File: config.mk
export PLATFORM = sky130hd
export DESIGN_NAME = ccms_top
export DESIGN_NICKNAME = d
export VERILOG_FILES = /design/src/rtl/ccms_pkg.sv /design/src/rtl/ccms_prescaler.sv /design/src/rtl/ccms_top.sv
export VERILOG_INCLUDE_DIRS = /design/src /design/src/rtl
export SDC_FILE = /design/constraint.sdc
export NUM_CORES = 1
export LEC_CHECK = 0
export BUFFER_PORTS_ARGS = -buffer_cell sky130_fd_sc_hd__buf_2
export CAP_MARGIN = 20
export CORE_AREA = 3 3 56 58
export DETAILED_ROUTE_END_ITERATION = 10
export DIE_AREA = 0 0 59 61
export GPL_ROUTABILITY_DRIVEN = 1
export RECOVER_POWER = 50
export SKIP_CTS_REPAIR_TIMING = 1
export SKIP_LAST_GASP = 1
export SLEW_MARGIN = 20
export SYNTH_ARGS = -nofsm -noshare
export SYNTH_HDL_FRONTEND = slang
export SYNTH_SLANG_ARGS = --single-unit
File: constraint.sdc
create_clock -name mclk -period 1.7 [get_ports mclk]
set_input_delay 0.085 -clock mclk [delete_from_list [all_inputs] [get_ports mclk]]
set_output_delay 0.085 -clock mclk [all_outputs]
set_load 0.03 [all_outputs]
File: src/rtl/ccms_regs.svh
// Purpose: constants for the cpu clock mode select block
// Assumes: strap code is three bits, msb on the highest strap pin
// Notes:   none
`ifndef CCMS_REGS_SVH
`define CCMS_REGS_SVH
`define CCMS_STRAP_W        3
`define CCMS_OWD_DIS_BIT    4
`define CCMS_SYSCFG_W       16
`define CCMS_SYSCFG_RST     16'h0000
`define CCMS_CODE_X4        3'h7
`define CCMS_CODE_X3        3'h6
`define CCMS_CODE_X8        3'h5
`define CCMS_CODE_X5        3'h4
`define CCMS_CODE_DIRECT    3'h3
`define CCMS_CODE_X10       3'h2
`define CCMS_CODE_PRESCALE  3'h1
`define CCMS_CODE_X16       3'h0
`define CCMS_STRAP_RST      3'h7
`define CCMS_MULT_W         5
`endif

File: src/rtl/ccms_pkg.sv
// Purpose: types for the cpu clock mode select block
// Assumes: nothing
// Notes:   mode kinds only; numbers live in ccms_regs.svh
package ccms_pkg;
    typedef enum logic [1:0] {
        CCMS_MODE_PLL,
        CCMS_MODE_DIRECT,
        CCMS_MODE_PRESCALE
    } ccms_mode_t;
endpackage

File: src/rtl/ccms_prescaler.sv
// Purpose: 2:1 divider of the oscillator clock for prescaler mode
// Assumes: runs on the input clock itself
// Notes:   toggles every rising input edge, so duty cycle of the input does not matter
`include "ccms_regs.svh"
module ccms_prescaler (
    // clock and reset
    input  wire logic mclk,
    input  wire logic rst,
    // control
    input  wire logic enable,
    // output
    output logic      clk_div2
);
    logic div_q;

    always_ff @(posedge mclk or posedge rst) begin
        if (rst) begin
            div_q <= 1'b0;
        end else if (enable) begin
            div_q <= ~div_q;
        end else begin
            div_q <= 1'b0;
        end
    end

    assign clk_div2 = div_q;

    a_phase_len: assert property (@(posedge mclk) disable iff (rst)
        $past(enable) && enable |-> div_q != $past(div_q))
        else $error("prescaler phase not one input period");
endmodule

File: src/rtl/ccms_top.sv
// Purpose: capture clock mode straps at reset and steer cpu clock generation
// Assumes: mclk is the oscillator/input clock; pll analog lives outside
// Notes:   mode fixed until next reset
// Operation
// - straps sampled on the first mclk edge after reset release choose clock generation mechanism
// - code maps to x4,x3,x8,x5,x10,x16,x1 or divide by two
// - oscillator amplifier bypassed only in direct drive mode
// - code 001 gives cpu clock through 2:1 prescaler, half frequency
// - prescaler high and low phases each last one input period
// - prescaler mode: pll free-runs for watchdog unless disable bit set
// - both cpu clock edges usable; phase time is edge to edge interval
// - code 011 bypasses amplifier, drives clock from input; pll free-runs unless watchdog disable bit set
// - watchdog disable is config bit 4, cleared at reset
`include "ccms_regs.svh"
module ccms_top
    import ccms_pkg::*;
#(
    parameter int MULT_W = `CCMS_MULT_W
) (
    // clock and reset
    input  wire logic                       mclk,
    input  wire logic                       rst,
    // board straps
    input  wire logic [`CCMS_STRAP_W-1:0]   clock_mode_straps,
    // system configuration write port
    input  wire logic                       cfg_we,
    input  wire logic [`CCMS_SYSCFG_W-1:0]  cfg_wdata,
    output logic [`CCMS_SYSCFG_W-1:0]       system_config_register,
    // clock generation controls
    output logic [`CCMS_STRAP_W-1:0]        clock_mode_strap_bits,
    output ccms_pkg::ccms_mode_t            clk_mode,
    output logic [MULT_W-1:0]               pll_mult,
    output logic                            pll_enable,
    output logic                            pll_free_run,
    output logic                            osc_amp_enable,
    output logic                            osc_bypass,
    output logic                            cpu_clk,
    output logic                            cpu_clk_edge
);
    import ccms_pkg::*;

    logic [`CCMS_STRAP_W-1:0]  strap_q;
    logic                      in_rst_q;
    logic [`CCMS_SYSCFG_W-1:0] cfg_q;
    logic                      osc_watchdog_disable;
    logic                      pre_clk;
    logic                      cpu_clk_q;
    ccms_mode_t                mode_d;
    logic [MULT_W-1:0]         mult_d;

    // reset marker: first clocked cycle after release still samples straps
    always_ff @(posedge mclk or posedge rst) begin
        if (rst) begin
            in_rst_q <= 1'b1;
        end else begin
            in_rst_q <= 1'b0;
        end
    end

    always_ff @(posedge mclk or posedge rst) begin
        if (rst) begin
            strap_q <= `CCMS_STRAP_RST;
        end else if (in_rst_q) begin
            strap_q <= clock_mode_straps;
        end
    end

    always_ff @(posedge mclk or posedge rst) begin
        if (rst) begin
            cfg_q <= `CCMS_SYSCFG_RST;
        end else if (cfg_we) begin
            cfg_q <= cfg_wdata;
        end
    end
    assign osc_watchdog_disable   = cfg_q[`CCMS_OWD_DIS_BIT];
    assign system_config_register = cfg_q;

    always_comb begin
        mode_d = CCMS_MODE_PLL;
        mult_d = MULT_W'(4);
        case (strap_q)
            `CCMS_CODE_X4:       mult_d = MULT_W'(4);
            `CCMS_CODE_X3:       mult_d = MULT_W'(3);
            `CCMS_CODE_X8:       mult_d = MULT_W'(8);
            `CCMS_CODE_X5:       mult_d = MULT_W'(5);
            `CCMS_CODE_X10:      mult_d = MULT_W'(10);
            `CCMS_CODE_X16:      mult_d = MULT_W'(16);
            `CCMS_CODE_DIRECT: begin
                mode_d = CCMS_MODE_DIRECT;
                mult_d = MULT_W'(1);
            end
            `CCMS_CODE_PRESCALE: begin
                mode_d = CCMS_MODE_PRESCALE;
                mult_d = MULT_W'(1);
            end
            default:             mult_d = MULT_W'(4);
        endcase
    end

    assign clk_mode              = mode_d;
    assign pll_mult              = mult_d;
    assign clock_mode_strap_bits = strap_q;

    assign osc_bypass     = (mode_d == CCMS_MODE_DIRECT);
    assign osc_amp_enable = ~osc_bypass;

    // pll free-run for watchdog
    // pll off in non-multiplying modes when the watchdog is disabled
    assign pll_free_run = (mode_d != CCMS_MODE_PLL) & ~osc_watchdog_disable;
    assign pll_enable   = (mode_d == CCMS_MODE_PLL) | pll_free_run;

    ccms_prescaler u_pre (
        .mclk     (mclk),
        .rst      (rst),
        .enable   (mode_d == CCMS_MODE_PRESCALE),
        .clk_div2 (pre_clk)
    );

    // registered cpu clock view; pll modes route the pll output outside
    always_ff @(posedge mclk or posedge rst) begin
        if (rst) begin
            cpu_clk_q <= 1'b0;
        end else begin
            cpu_clk_q <= (mode_d == CCMS_MODE_PRESCALE) ? pre_clk : 1'b0;
        end
    end
    assign cpu_clk = cpu_clk_q;

    // both edges marked
    // high in the input cycle before every cpu clock transition, rising or falling
    assign cpu_clk_edge = (mode_d == CCMS_MODE_PRESCALE) & (pre_clk != cpu_clk_q);

    a_strap_hold: assert property (@(posedge mclk) disable iff (rst)
        !$past(in_rst_q) |-> $stable(strap_q))
        else $error("strap code changed after reset");
    a_strap_cap: assert property (@(posedge mclk) disable iff (rst)
        in_rst_q |=> strap_q == $past(clock_mode_straps))
        else $error("strap not captured at release");
    a_direct_drv: assert property (@(posedge mclk) disable iff (rst)
        strap_q == `CCMS_CODE_DIRECT |-> osc_bypass && !osc_amp_enable
            && pll_mult == MULT_W'(1) && !(pll_enable && osc_watchdog_disable))
        else $error("direct drive controls wrong");
    a_amp_on: assert property (@(posedge mclk) disable iff (rst)
        strap_q != `CCMS_CODE_DIRECT |-> osc_amp_enable)
        else $error("amplifier off outside direct drive");
    a_pll_owd: assert property (@(posedge mclk) disable iff (rst)
        strap_q == `CCMS_CODE_PRESCALE |-> pll_enable == !cfg_q[`CCMS_OWD_DIS_BIT])
        else $error("pll state wrong in prescaler mode");
    a_mult_map: assert property (@(posedge mclk) disable iff (rst)
        (strap_q == `CCMS_CODE_X16 |-> pll_mult == MULT_W'(16)) and
        (strap_q == `CCMS_CODE_X10 |-> pll_mult == MULT_W'(10)) and
        (strap_q == `CCMS_CODE_X3  |-> pll_mult == MULT_W'(3)))
        else $error("multiplier decode wrong");
    a_half_rate: assert property (@(posedge mclk) disable iff (rst)
        strap_q == `CCMS_CODE_PRESCALE && $past(strap_q) == `CCMS_CODE_PRESCALE
            ##1 strap_q == `CCMS_CODE_PRESCALE |-> pre_clk == $past(pre_clk, 2))
        else $error("prescaler not divide by two");
    a_owd_bit: assert property (@(posedge mclk) disable iff (rst)
        cfg_we |=> system_config_register[`CCMS_OWD_DIS_BIT]
            == $past(cfg_wdata[`CCMS_OWD_DIS_BIT]))
        else $error("watchdog disable bit not stored");
    a_edge_mark: assert property (@(posedge mclk) disable iff (rst)
        cpu_clk_edge |=> cpu_clk != $past(cpu_clk))
        else $error("edge mark without cpu clock change");

    a_mult_rest: assert property (@(posedge mclk) disable iff (rst)
        (strap_q == `CCMS_CODE_X4 |-> pll_mult == MULT_W'(4)) and
        (strap_q == `CCMS_CODE_X8 |-> pll_mult == MULT_W'(8)) and
        (strap_q == `CCMS_CODE_X5 |-> pll_mult == MULT_W'(5)) and
        (strap_q == `CCMS_CODE_PRESCALE |-> pll_mult == MULT_W'(1)))
        else $error("multiplier decode wrong for remaining codes");
    a_free_run: assert property (@(posedge mclk) disable iff (rst)
        pll_free_run |-> clk_mode != CCMS_MODE_PLL && !osc_watchdog_disable)
        else $error("pll free-runs in multiplying mode or with watchdog off");
    a_clk_idle: assert property (@(posedge mclk) disable iff (rst)
        clk_mode != CCMS_MODE_PRESCALE |=> !cpu_clk)
        else $error("cpu clock toggles outside prescaler mode");
    a_edge_idle: assert property (@(posedge mclk) disable iff (rst)
        clk_mode != CCMS_MODE_PRESCALE |-> !cpu_clk_edge)
        else $error("edge mark outside prescaler mode");
    a_cpu_phase: assert property (@(posedge mclk) disable iff (rst)
        cpu_clk_edge |=> cpu_clk_edge)
        else $error("cpu clock phase longer than one input period");
    a_cfg_rst: assert property (@(posedge mclk) disable iff (rst)
        in_rst_q |-> system_config_register == `CCMS_SYSCFG_RST)
        else $error("config register not cleared by reset");
    a_cfg_hold: assert property (@(posedge mclk) disable iff (rst)
        !cfg_we |=> $stable(system_config_register))
        else $error("config register changed without a write");

    // main scenarios: direct, prescaler, x16, free-run, config write
    c_direct:   cover property (@(posedge mclk) disable iff (rst)
        strap_q == `CCMS_CODE_DIRECT);
    c_prescale: cover property (@(posedge mclk) disable iff (rst)
        strap_q == `CCMS_CODE_PRESCALE && osc_watchdog_disable);
    c_x16:      cover property (@(posedge mclk) disable iff (rst)
        strap_q == `CCMS_CODE_X16);
    c_free_run: cover property (@(posedge mclk) disable iff (rst)
        pll_free_run);
    c_cfg_wr:   cover property (@(posedge mclk) disable iff (rst)
        cfg_we);
endmodule

# ---- After elaboration in Yosys (flattened, before gate mapping)
# Index checks and enable logic that the tools add are counted.
dict set report totals {
  word_cells 29
  inputBits 22
  output_inout_bits 32
  regBits 22
}
dict set report op_classes {
  reduce_logical 4
  bitwise 6
  muxes 4
  n_eq_ne 10
}
# operator n
set op_table {}
lappend op_table {{5-bit one-hot mux with 7 select lines} 1}
lappend op_table {{3-bit == test (second input constant)} 4}
lappend op_table {{3-bit by 2-bit == test with 1-bit output (second input constant)} 2}
lappend op_table {{2-bit one-hot mux with 2 select lines} 1}
lappend op_table {{3-bit by 1-bit == test with 1-bit output (second input constant)} 1}
lappend op_table {{3-bit zero test} 1}
lappend op_table {{1-bit NOT} 3}
lappend op_table {{1-bit AND} 2}
lappend op_table {{2-bit by 1-bit == test with 1-bit output (second input constant)} 1}
lappend op_table {{2-bit == test (second input constant)} 1}
lappend op_table {{2-bit zero test} 1}
lappend op_table {{1-bit two-way mux} 2}
lappend op_table {{2-bit nonzero test} 1}
lappend op_table {{2-bit OR reduction} 1}
lappend op_table {{1-bit inequality test} 1}
lappend op_table {{1-bit OR} 1}

# ---- Logic depth before layout (Yosys ltp)
# Gate-level depths: netlist of run 1.
dict set report logic_depth {
  depth_word 5
  depth_mapped 4
}

# ---- Modules after synthesis
# A second synthesis of run 1 with hierarchy kept.
dict set report unflattened {
  cells_unflattened 70
  area_unflattened_um2 1009.7
}
# mod area_per_inst_um2 seq_area_each_um2 n_inst cells_per_inst
set by_module_without_submodules {}
lappend by_module_without_submodules {ccms_top 967.2 530.5 1 67}
lappend by_module_without_submodules {ccms_prescaler 42.5 25.0 1 3}

# ---- Worst setup path after synthesis of run 1
# OpenSTA, ideal clock, no wires.
dict set report synth_timing {
  kind {reg2out}
  startpoint {register strap_q[2] (netlist: clock_mode_strap_bits[2])}
  endpoint {output port pll_mult[2]}
  n_path_buf 0
  stages_incl_launch_ff 5
  slack_ps -76
  t_arrival_ps 1691
  path_cell_list {dfstp_2 > inv_1 > ha_1 > or2b_1 > mux2i_1}
}
dict set report synth_via {
  elab_chain_len 3
  elab_cells_between_ends 10
  classes_between {eq/ne (7); mux (1); reduce/logical (2)}
}
# item line_no
set synth_rtl {}
lappend synth_rtl {{start: declaration} ccms_top.sv:42} ;# logic [`CCMS_STRAP_W-1:0] strap_q;
lappend synth_rtl {{start signal: assignment} ccms_top.sv:62} ;# strap_q <= `CCMS_STRAP_RST;
lappend synth_rtl {{start signal: assignment} ccms_top.sv:64} ;# strap_q <= clock_mode_straps;
lappend synth_rtl {{3-bit by 1-bit == test with 1-bit output / 3-bit by 2-bit == test with 1-bit output (equally long branches)} ccms_top.sv:81} ;# case (strap_q)
lappend synth_rtl {{2-bit OR reduction (no source line)} --}
lappend synth_rtl {{5-bit one-hot mux with 7 select lines *} ccms_top.sv:81}
lappend synth_rtl {{end: declaration} ccms_top.sv:32} ;# output logic [MULT_W-1:0] pll_mult,
# Mark *: on every way between the ends. The rest lies on a longest branch, timed or not.

# ---- Worst setup path in the final report of run 1
# Ends and elaborated chain as after synthesis.

==> results.sh, run 1 <==
export IMPL_syn_area_sq_um=927
export IMPL_grt_pass1_wl_mm=2.83
export IMPL_cts_root_buf="clkbuf_4"
export IMPL_worstPathMaxFanout=6
export IMPL_cts_tree="built"
export IMPL_tns_ps=-83.4
export IMPL_p_per_area_mw_per_mm2=935
export IMPL_io_buffer_count=53
export IMPL_start_util_pct=34.2
export IMPL_grt_usage_pct=10.5
export IMPL_clockBufferDepth=2
export IMPL_clk_pin_slew_worst_paths_ps=130
export IMPL_min_path_type="input pin to asynchronous set/reset pin"
export IMPL_grt_max_degree=17
export IMPL_power_leakage_nw=0.787
export IMPL_die_w_um=59
export IMPL_fmax_mhz=563
export IMPL_synth_area_leaders="dfrtp_1, mux2_2, dfstp_2"
export IMPL_first_iter_violations=38
export IMPL_postSynthAreaPerCell_sq_um=13.6
export IMPL_final_nets=173
export IMPL_yosysTopAreaCellShare_pct=48.6
export IMPL_first_global_vias=659
export IMPL_yosys_warnings=0
export IMPL_synth_ff_latch_count=22
export IMPL_yosys_area_top_type="dfrtp_1"
export IMPL_arrival_ps=1690
export IMPL_ant_nets=0
export IMPL_rsz0062_at_grt="yes"
export IMPL_ir_drop_uv=643
export IMPL_chipHeight_um=61
export IMPL_violations="negative setup slack"
export IMPL_final_common_cell="buf_2"
export IMPL_maxCapViolCount=0
export IMPL_setup_slack_ps=-76.1
export IMPL_hold_viol_final=0
export IMPL_finalCriticalPeriod_ps=1780
export IMPL_wl_per_cell_um=12.8
export IMPL_synth_distinct_cells=25
export IMPL_worstSetupEndpointType="output pin"
export IMPL_route_detailed_drc=0
export IMPL_skew_ps=11.2
export IMPL_totalWireLength_mm=2.31
export IMPL_worstPathRequired_ps=1620
export IMPL_hpwl_mm=1.47
export IMPL_cts_sinks=22
export IMPL_drv_slew=0
export IMPL_dp_slack_ps=158
export IMPL_coreArea_sq_mm=0.00271
export IMPL_num_vias=806
export IMPL_die_area_sq_mm=0.00360
export IMPL_postSynthCellCount=68
export IMPL_n_antenna_cell=0
export IMPL_synth_nets=91
export IMPL_htree_num_levels=1
export IMPL_area_delta_synth_final_pct=68.8
export IMPL_final_cell_mix="buf_2, dlygate4sd3_1, mux2_2, dfrtp_1, buf_4"
export IMPL_cp_start_kind="flop"
export IMPL_row_count=19
export IMPL_clock_latency_ps=310
export IMPL_regArea_sq_um=556
export IMPL_vias_per_cell=4.48
export IMPL_fin_crit_sh_pct=104
export IMPL_drive_gt1_share_pct=61.1
export IMPL_max_slew_margin_rel_pct=57.8
export IMPL_tightest_slew_ps=633
export IMPL_first_pass_iters=2
export IMPL_path_class="flop to output pin"
export IMPL_setup_viol=2
export IMPL_outcome="finished with violations"
export IMPL_ios=54
export IMPL_multi_input_area_sq_um=365
export IMPL_antenna_found_initial=0
export IMPL_grt_ovfl_total=0
export IMPL_gp_congestion=0.770
export IMPL_yosysSeqAreaShare_pct=59.9
export IMPL_cts_buffers=3
export IMPL_fillers=247
## worst max-delay path, cell delays in order, from the launching register on
cell     delay (ps)
dfstp_2         610
inv_4            70
ha_4            160
or2b_1          220
mux2i_2         170
buf_6           160
## layer usage
metal / part of all wire [%] / global-route usage [%]
met1: 37 / 11.8
met2: 55 / 18.1
met3: 7.1 / 2.34
met4: 1.5 / 6.80
met5: 0 / 0
## registers in the layout (all words and copies together), names as in the netlist
name,flops
system_config_register,16
clock_mode_strap_bits,3
cpu_clk,1
in_rst_q,1
u_pre.clk_div2,1
## power breakdown
| group | internal [mW] | leakage (nW) | total (mW) | switching [mW] |
|---|---|---|---|---|
| sequential | 0.579 | 0.256 | 0.615 | 0.0367 |
| clock | 0.238 | 0.0279 | 0.401 | 0.163 |
| combinational | 0.191 | 0.503 | 0.446 | 0.255 |
## cells by family after synthesis
| family | Yosys count | synth area share [%] |
|---|---|---|
| xor+xnor | 1 | 0.945 |
| fa+ha+maj | 1 | 1.35 |
| compound gates | 2 | 1.35 |
| flops | 22 | 59.9 |
| buf+inv | 7 | 3.51 |
| mux | 19 | 22.9 |
| other cells | 1 | 0.404 |
| simple gates | 15 | 9.58 |
## final cells by class
type	count	area share [%]
timing repair buffer	80	34.2
sequential	22	35.5
tap	31	2.48
clock inverter	1	1.92
clock buffer	3	1.44
inverter	4	1.12
multi-input combinational	39	23.3
## cells in the mapped netlist (all sizes together)
| master | n |
|---|---|
| nand3 | 1 |
| and2 | 1 |
| o21ai | 1 |
| or2b | 1 |
| mux2i | 1 |
| or3b | 1 |
| mux2 | 18 |
| inv | 4 |
| dfstp | 4 |
| nor3 | 1 |
| and3b | 1 |
| dfrtp | 18 |
| xnor2 | 1 |
| buf | 3 |
| nand2b | 1 |
| conb | 1 |
| nand2 | 2 |
| a21o | 1 |
| and3 | 2 |
| nor2 | 2 |
| nor2b | 1 |
| and2b | 1 |
| ha | 1 |
## worst paths after layout
kind                                           from                   endpoint  slack (ps)  cells after the start
setup / recovery           clock_mode_strap_bits[2]                pll_mult[2]         -80                      5
hold / removal                                  rst  system_config_register[3]         270                      3
setup reg to reg           clock_mode_strap_bits[0]                    cpu_clk         410                      3
hold reg to reg                      u_pre.clk_div2             u_pre.clk_div2         460                      1
max in group asynchronous                       rst             u_pre.clk_div2         540                      4
min in group mclk                            cfg_we  system_config_register[9]         270                      2
## per-stage QoR
| step | utilization (%) | std cells | cell area, sq um | hold WS, ps | power [mW] |
|---|---|---|---|---|---|
| floorplan | - | 68 | 933 | 71.3 | 0.879 |
| global placement | 45.3 | 150 | 1230 | 84.8 | 0.984 |
| detailed placement | 45.3 | 150 | 1230 | 94.3 | 0.993 |
| CTS | 47.2 | 154 | 1280 | -268 | 1.40 |
| global route | 57.8 | 180 | 1570 | 265 | 1.54 |
| finish | 57.8 | 180 | 1570 | 268 | 1.46 |
Note: power is estimated with default switching activity, not from simulation.
==> inputs of run 2 (changes only) <==
--- a/config.mk
+++ b/config.mk
@@ -8,9 +8,9 @@
 export LEC_CHECK = 0
 export BUFFER_PORTS_ARGS = -buffer_cell sky130_fd_sc_hd__buf_2
 export CAP_MARGIN = 20
-export CORE_AREA = 3 3 56 58
+export CORE_AREA = 2 2 55 57
 export DETAILED_ROUTE_END_ITERATION = 10
-export DIE_AREA = 0 0 59 61
+export DIE_AREA = 0 0 57 59
 export GPL_ROUTABILITY_DRIVEN = 1
 export RECOVER_POWER = 50
 export SKIP_CTS_REPAIR_TIMING = 1
==> run 2 against run 1 <==
Against the previous run: the flow still finishes with violations (negative setup slack); register-to-register slack gained 20 ps; sequential power is essentially flat; fmax grew 2.1%; cell count shrank 2.8%; count of clock-buffer cells in the layout is the same; flip-flop and latch count is the same; clock skew shrank 2.0 ps; combinational power shrank 7.0%; wire length shrank 14%; critical path type unchanged; largest power group unchanged.
==> results.sh, run 2 (synthesis gave the netlist of run 1 again) <==
export IMPL_coreArea_sq_mm=0.00271
export IMPL_maxCapViolCount=0
export IMPL_cts_root_buf="clkbuf_4"
export IMPL_hold_ws_ps=8.73
export IMPL_finalCriticalPeriod_ps=1740
export IMPL_hold_depth=3
export IMPL_min_path_type="input pin to flop"
export IMPL_area_delta_synth_final_pct=59.2
export IMPL_slowest_stage="dfstp_2"
export IMPL_worstPathMaxFanout=5
export IMPL_num_vias=782
export IMPL_vias_per_cell=4.47
export IMPL_ant_nets=0
export IMPL_hold_viol_final=0
export IMPL_grt_pass1_wl_mm=2.98
export IMPL_clk_pin_slew_worst_paths_ps=110
export IMPL_cp_start_kind="flop"
export IMPL_max_stage_delay_ps=600
export IMPL_power_leakage_nw=0.728
export IMPL_path_class="flop to output pin"
export IMPL_largest_reg_flops=16
export IMPL_crit_family="flip-flops"
export IMPL_drv_slew=0
export IMPL_reg2reg_depth=3
export IMPL_antenna_found_initial=0
export IMPL_n_antenna_cell=0
export IMPL_p_per_area_mw_per_mm2=958
export IMPL_clockBufferDepth=2
export IMPL_final_cell_mix="buf_2, mux2_2, dfrtp_1"
export IMPL_fillers=259
export IMPL_drive_gt1_share_pct=53.5
export IMPL_cts_sinks=22
export IMPL_path_cells="inv_4 -> ha_4 -> or2b_1 -> mux2i_2 -> buf_4"
export IMPL_fmax_mhz=575
export IMPL_hold_end="clock_mode_strap_bits[2]"
export IMPL_min_from="clock_mode_straps[2]"
export IMPL_fin_crit_sh_pct=102
export IMPL_timing_rr_start="clock_mode_strap_bits[0]"
export IMPL_route_detailed_drc=0
export IMPL_grt_max_degree=23
export IMPL_ios=54
export IMPL_start_util_pct=34.2
export IMPL_total_power_mw=1.41
export IMPL_outcome="finished with violations"
export IMPL_clock_latency_ps=300
export IMPL_setup_slack_ps=-40.1
export IMPL_grt_usage_pct=11.3
export IMPL_chipHeight_um=59
export IMPL_cts_tree="built"
export IMPL_tightest_slew_ps=799
export IMPL_worstSetupEndpointType="output pin"
export IMPL_cts_buffers=3
export IMPL_die_w_um=57
export IMPL_arrival_ps=1660
export IMPL_ir_drop_uv=553
export IMPL_timing_critical_path_buf_inv=2
export IMPL_max_slew_margin_rel_pct=46.7
export IMPL_wl_per_cell_um=11.3
export IMPL_grt_ovfl_total=0
export IMPL_die_area_sq_mm=0.00336
export IMPL_totalWireLength_mm=1.98
export IMPL_worstPathRequired_ps=1620
export IMPL_final_common_cell="buf_2"
export IMPL_row_count=19
export IMPL_io_buffer_count=53
export IMPL_hpwl_mm=1.37
export IMPL_violations="negative setup slack"
export IMPL_first_pass_iters=2
export IMPL_regToRegEndpoint="cpu_clk"
export IMPL_gp_congestion=0.773
export IMPL_rrSetupSlack_ps=430
export IMPL_final_nets=168
export IMPL_skew_ps=9.11
export IMPL_rsz0062_at_grt="yes"
export IMPL_first_global_vias=701
export IMPL_setup_viol=2
export IMPL_first_iter_violations=9
export IMPL_htree_num_levels=1
## run 2: cell count changes in the layout (fill, tap and decap cells not counted)
| cell | previous run | this run |
|---|---|---|
| buf_2 | 49 | 39 |
| buf_4 | 7 | 8 |
| buf_6 | 3 | 0 |
| clkbuf_1 | 1 | 13 |
| dfstp_1 | 0 | 1 |
| dfstp_2 | 4 | 3 |
| dlygate4sd3_1 | 20 | 15 |
| nor2_2 | 0 | 1 |
| nor2_4 | 1 | 0 |
| or3b_1 | 0 | 1 |
| or3b_4 | 1 | 0 |
## run 2: cell type report
cell class / count / area [sq um] / share of cell area [%]
clock buffers: 3 / 22.5 / 1.53
repair buffers: 75 / 454 / 30.8
clock inverters: 1 / 30.0 / 2.03
well taps: 31 / 38.8 / 2.63
flip-flops and latches: 22 / 556 / 37.6
multi-input cells: 39 / 358 / 24.2
inverters: 4 / 17.5 / 1.19
## run 2: where the power goes
| part | switching (mW) | internal, mW |
|---|---|---|
| logic | 0.247 | 0.167 |
| registers | 0.0349 | 0.578 |
| clock network | 0.149 | 0.238 |
## run 2: worst register-to-register path, stage by stage, from the launching register on
cell,delay (ps)
dfstp_2,600
or3b_1,420
inv_2,70
and2_1,110
## run 2: worst max path at each step
stage                  end  slack, ps                     start  cells after the start
2_1_floorplan  pll_mult[2]         50  clock_mode_strap_bits[2]                      4
3_3_place_gp   pll_mult[2]        220  clock_mode_strap_bits[2]                      5
3_5_place_dp   pll_mult[2]        150  clock_mode_strap_bits[2]                      5
4_1_cts        pll_mult[2]       -200  clock_mode_strap_bits[2]                      5
5_1_grt        pll_mult[2]       -140  clock_mode_strap_bits[2]                      5
6_report       pll_mult[2]        -40  clock_mode_strap_bits[2]                      5
## run 2: through the flow
step / setup WS (ps) / setup TNS, ps / utilization [%] / instance area [sq um] / cells
finish: -40.1 / -58.9 / 54.5 / 1480 / 175
global route: -144 / -327 / 54.5 / 1480 / 175
CTS: -198 / -352 / 47.0 / 1270 / 153
detailed placement: 152 / 0 / 45.0 / 1220 / 149
global placement: 216 / 0 / 45.0 / 1220 / 149
floorplan: 52.8 / 0 / - / 933 / 68
## run 2: metal layers
layer	vias up	routed length, um	global-route usage, %
met5	-	0	0
met4	0	14	5.98
met3	2	121	3.06
met2	31	1090	19.5
met1	366	753	12.7
li1	383	-	-
==> inputs of run 3 (changes only) <==
--- a/config.mk
+++ b/config.mk
@@ -9,10 +9,12 @@
 export BUFFER_PORTS_ARGS = -buffer_cell sky130_fd_sc_hd__buf_2
 export CAP_MARGIN = 20
 export CORE_AREA = 2 2 55 57
+export CTS_CLUSTER_DIAMETER = 150
 export DETAILED_ROUTE_END_ITERATION = 10
 export DIE_AREA = 0 0 57 59
 export GPL_ROUTABILITY_DRIVEN = 1
 export RECOVER_POWER = 50
+export SETUP_SLACK_MARGIN = 0.15
 export SKIP_CTS_REPAIR_TIMING = 1
 export SKIP_LAST_GASP = 1
 export SLEW_MARGIN = 20
==> run 3 against run 2 <==
Against the previous run: the run ends with negative hold slack, negative setup slack left; clock power shrank 29%; flip-flop and latch count unchanged; non-clock buffer count grew 1; cell count grew 0.57%; critical endpoint unchanged; total power shrank 4.4%; design area up 4.2%; clock skew fell by 7.4 ps; wire length rose by 2.5%.
==> results.sh, run 3 (synthesis gave the netlist of run 1 again) <==
export IMPL_outcome="finished with violations"
export IMPL_violations="negative hold slack, negative setup slack"
export IMPL_route_detailed_drc=0
export IMPL_first_global_vias=657
export IMPL_fillers=239
export IMPL_finalCriticalPeriod_ps=1720
export IMPL_setup_viol=1
export IMPL_area_delta_synth_final_pct=66.0
export IMPL_n_antenna_cell=0
export IMPL_clock_latency_ps=290
export IMPL_min_from="clock_mode_straps[2]"
export IMPL_fin_crit_sh_pct=101
export IMPL_setup_slack_ps=-17.3
export IMPL_power_leakage_nw=0.777
export IMPL_fmax_mhz=582
export IMPL_max_stage_delay_ps=590
export IMPL_multi_input_area_sq_um=377
export IMPL_gp_congestion=0.772
export IMPL_first_pass_iters=4
export IMPL_ir_drop_uv=519
export IMPL_hold_viol_final=1
export IMPL_crit_family="flip-flops"
export IMPL_worstSetupEndpointType="output pin"
export IMPL_cts_buffers=3
export IMPL_worstPathMaxFanout=4
export IMPL_path_class="flop to output pin"
export IMPL_drv_slew=0
export IMPL_coreArea_sq_mm=0.00271
export IMPL_max_slew_margin_rel_pct=63.7
export IMPL_grt_pass1_wl_mm=2.75
export IMPL_tightest_slew_ps=545
export IMPL_htree_num_levels=1
export IMPL_final_nets=169
export IMPL_antenna_found_initial=0
export IMPL_grt_usage_pct=10.9
export IMPL_regToRegEndpoint="cpu_clk"
export IMPL_drive_gt1_share_pct=65.5
export IMPL_die_area_sq_mm=0.00336
export IMPL_clk_pin_slew_worst_paths_ps=110
export IMPL_cts_tree="built"
export IMPL_final_core_util_pct=56.8
export IMPL_cts_root_buf="clkbuf_4"
export IMPL_hold_depth=3
export IMPL_totalWireLength_mm=2.03
export IMPL_hold_ws_ps=-1.69
export IMPL_ant_nets=0
export IMPL_skew_ps=1.69
export IMPL_cp_start_kind="flop"
export IMPL_slowest_stage="dfstp_2"
export IMPL_total_power_mw=1.35
export IMPL_min_path_type="input pin to flop"
export IMPL_maxCapViolCount=0
export IMPL_io_buffer_count=53
export IMPL_first_iter_violations=14
export IMPL_dp_slack_ps=149
export IMPL_row_count=19
export IMPL_largest_reg_flops=16
export IMPL_num_vias=795
export IMPL_wl_per_cell_um=11.5
export IMPL_rrSetupSlack_ps=420
export IMPL_cts_sinks=22
export IMPL_arrival_ps=1630
export IMPL_worstPathRequired_ps=1620
export IMPL_grt_ovfl_total=0
export IMPL_final_cell_mix="buf_2, mux2_2, dfrtp_1"
export IMPL_final_common_cell="buf_2"
export IMPL_hold_end="clock_mode_strap_bits[2]"
export IMPL_timing_critical_path_buf_inv=2
export IMPL_timing_rr_start="clock_mode_strap_bits[0]"
export IMPL_start_util_pct=34.2
export IMPL_clockBufferDepth=2
export IMPL_ios=54
export IMPL_die_w_um=57
export IMPL_regArea_sq_um=556
export IMPL_rsz0062_at_grt="yes"
export IMPL_grt_max_degree=17
export IMPL_p_per_area_mw_per_mm2=879
export IMPL_reg2reg_depth=3
export IMPL_vias_per_cell=4.52
export IMPL_hpwl_mm=1.36
export IMPL_path_cells="inv_4 -> ha_4 -> or2b_1 -> mux2i_4 -> buf_6"
export IMPL_chipHeight_um=59
run 3: worst max-delay path by stage:
stage                                  start          end  slack [ps]  cells past startpoint
detailed placement  clock_mode_strap_bits[2]  pll_mult[2]         150                      5
finish              clock_mode_strap_bits[2]  pll_mult[2]         -20                      5
global route        clock_mode_strap_bits[2]  pll_mult[2]        -110                      5
global placement    clock_mode_strap_bits[2]  pll_mult[2]         200                      5
CTS                 clock_mode_strap_bits[2]  pll_mult[2]        -220                      5
floorplan           clock_mode_strap_bits[0]      cpu_clk         110                      4
run 3: metal layers:
layer | part of all wire [%] | global-route usage (%) | up-vias | routed length [um]
met5 | 0 | 0 | - | 0
met3 | 6.7 | 2.84 | 2 | 135
li1 | - | - | 380 | -
met1 | 38 | 12.0 | 379 | 765
met2 | 55 | 19.2 | 34 | 1110
met4 | 0.84 | 5.98 | 0 | 17
run 3: where the power goes:
| group | internal (mW) | switching (mW) |
|---|---|---|
| Clock | 0.130 | 0.144 |
| Sequential | 0.579 | 0.0363 |
| Combinational | 0.205 | 0.257 |
| Total | 0.914 | 0.438 |
run 3: final cells by class:
type / instances / area share, %
Timing Repair Buffer: 76 / 33.4
Clock buffer: 4 / 2.36
Multi-Input combinational cell: 39 / 24.5
Tap cell: 31 / 2.52
Inverter: 4 / 1.14
Sequential cell: 22 / 36.1
run 3: worst reg2reg max path: stages (launching register included):
cell,delay [ps]
dfstp_2,610
or3b_4,430
inv_2,80
and2_1,120
run 3: stage by stage:
stage / area [sq um] / instances / setup TNS (ps) / hold WS, ps
CTS: 1280 / 154 / -466 / -225
global placement: 1240 / 150 / 0 / 117
global route: 1540 / 176 / -122 / 0.592
finish: 1540 / 176 / -17.3 / -1.69
floorplan: 947 / 68 / 0 / 71.3
detailed placement: 1240 / 150 / 0 / 119
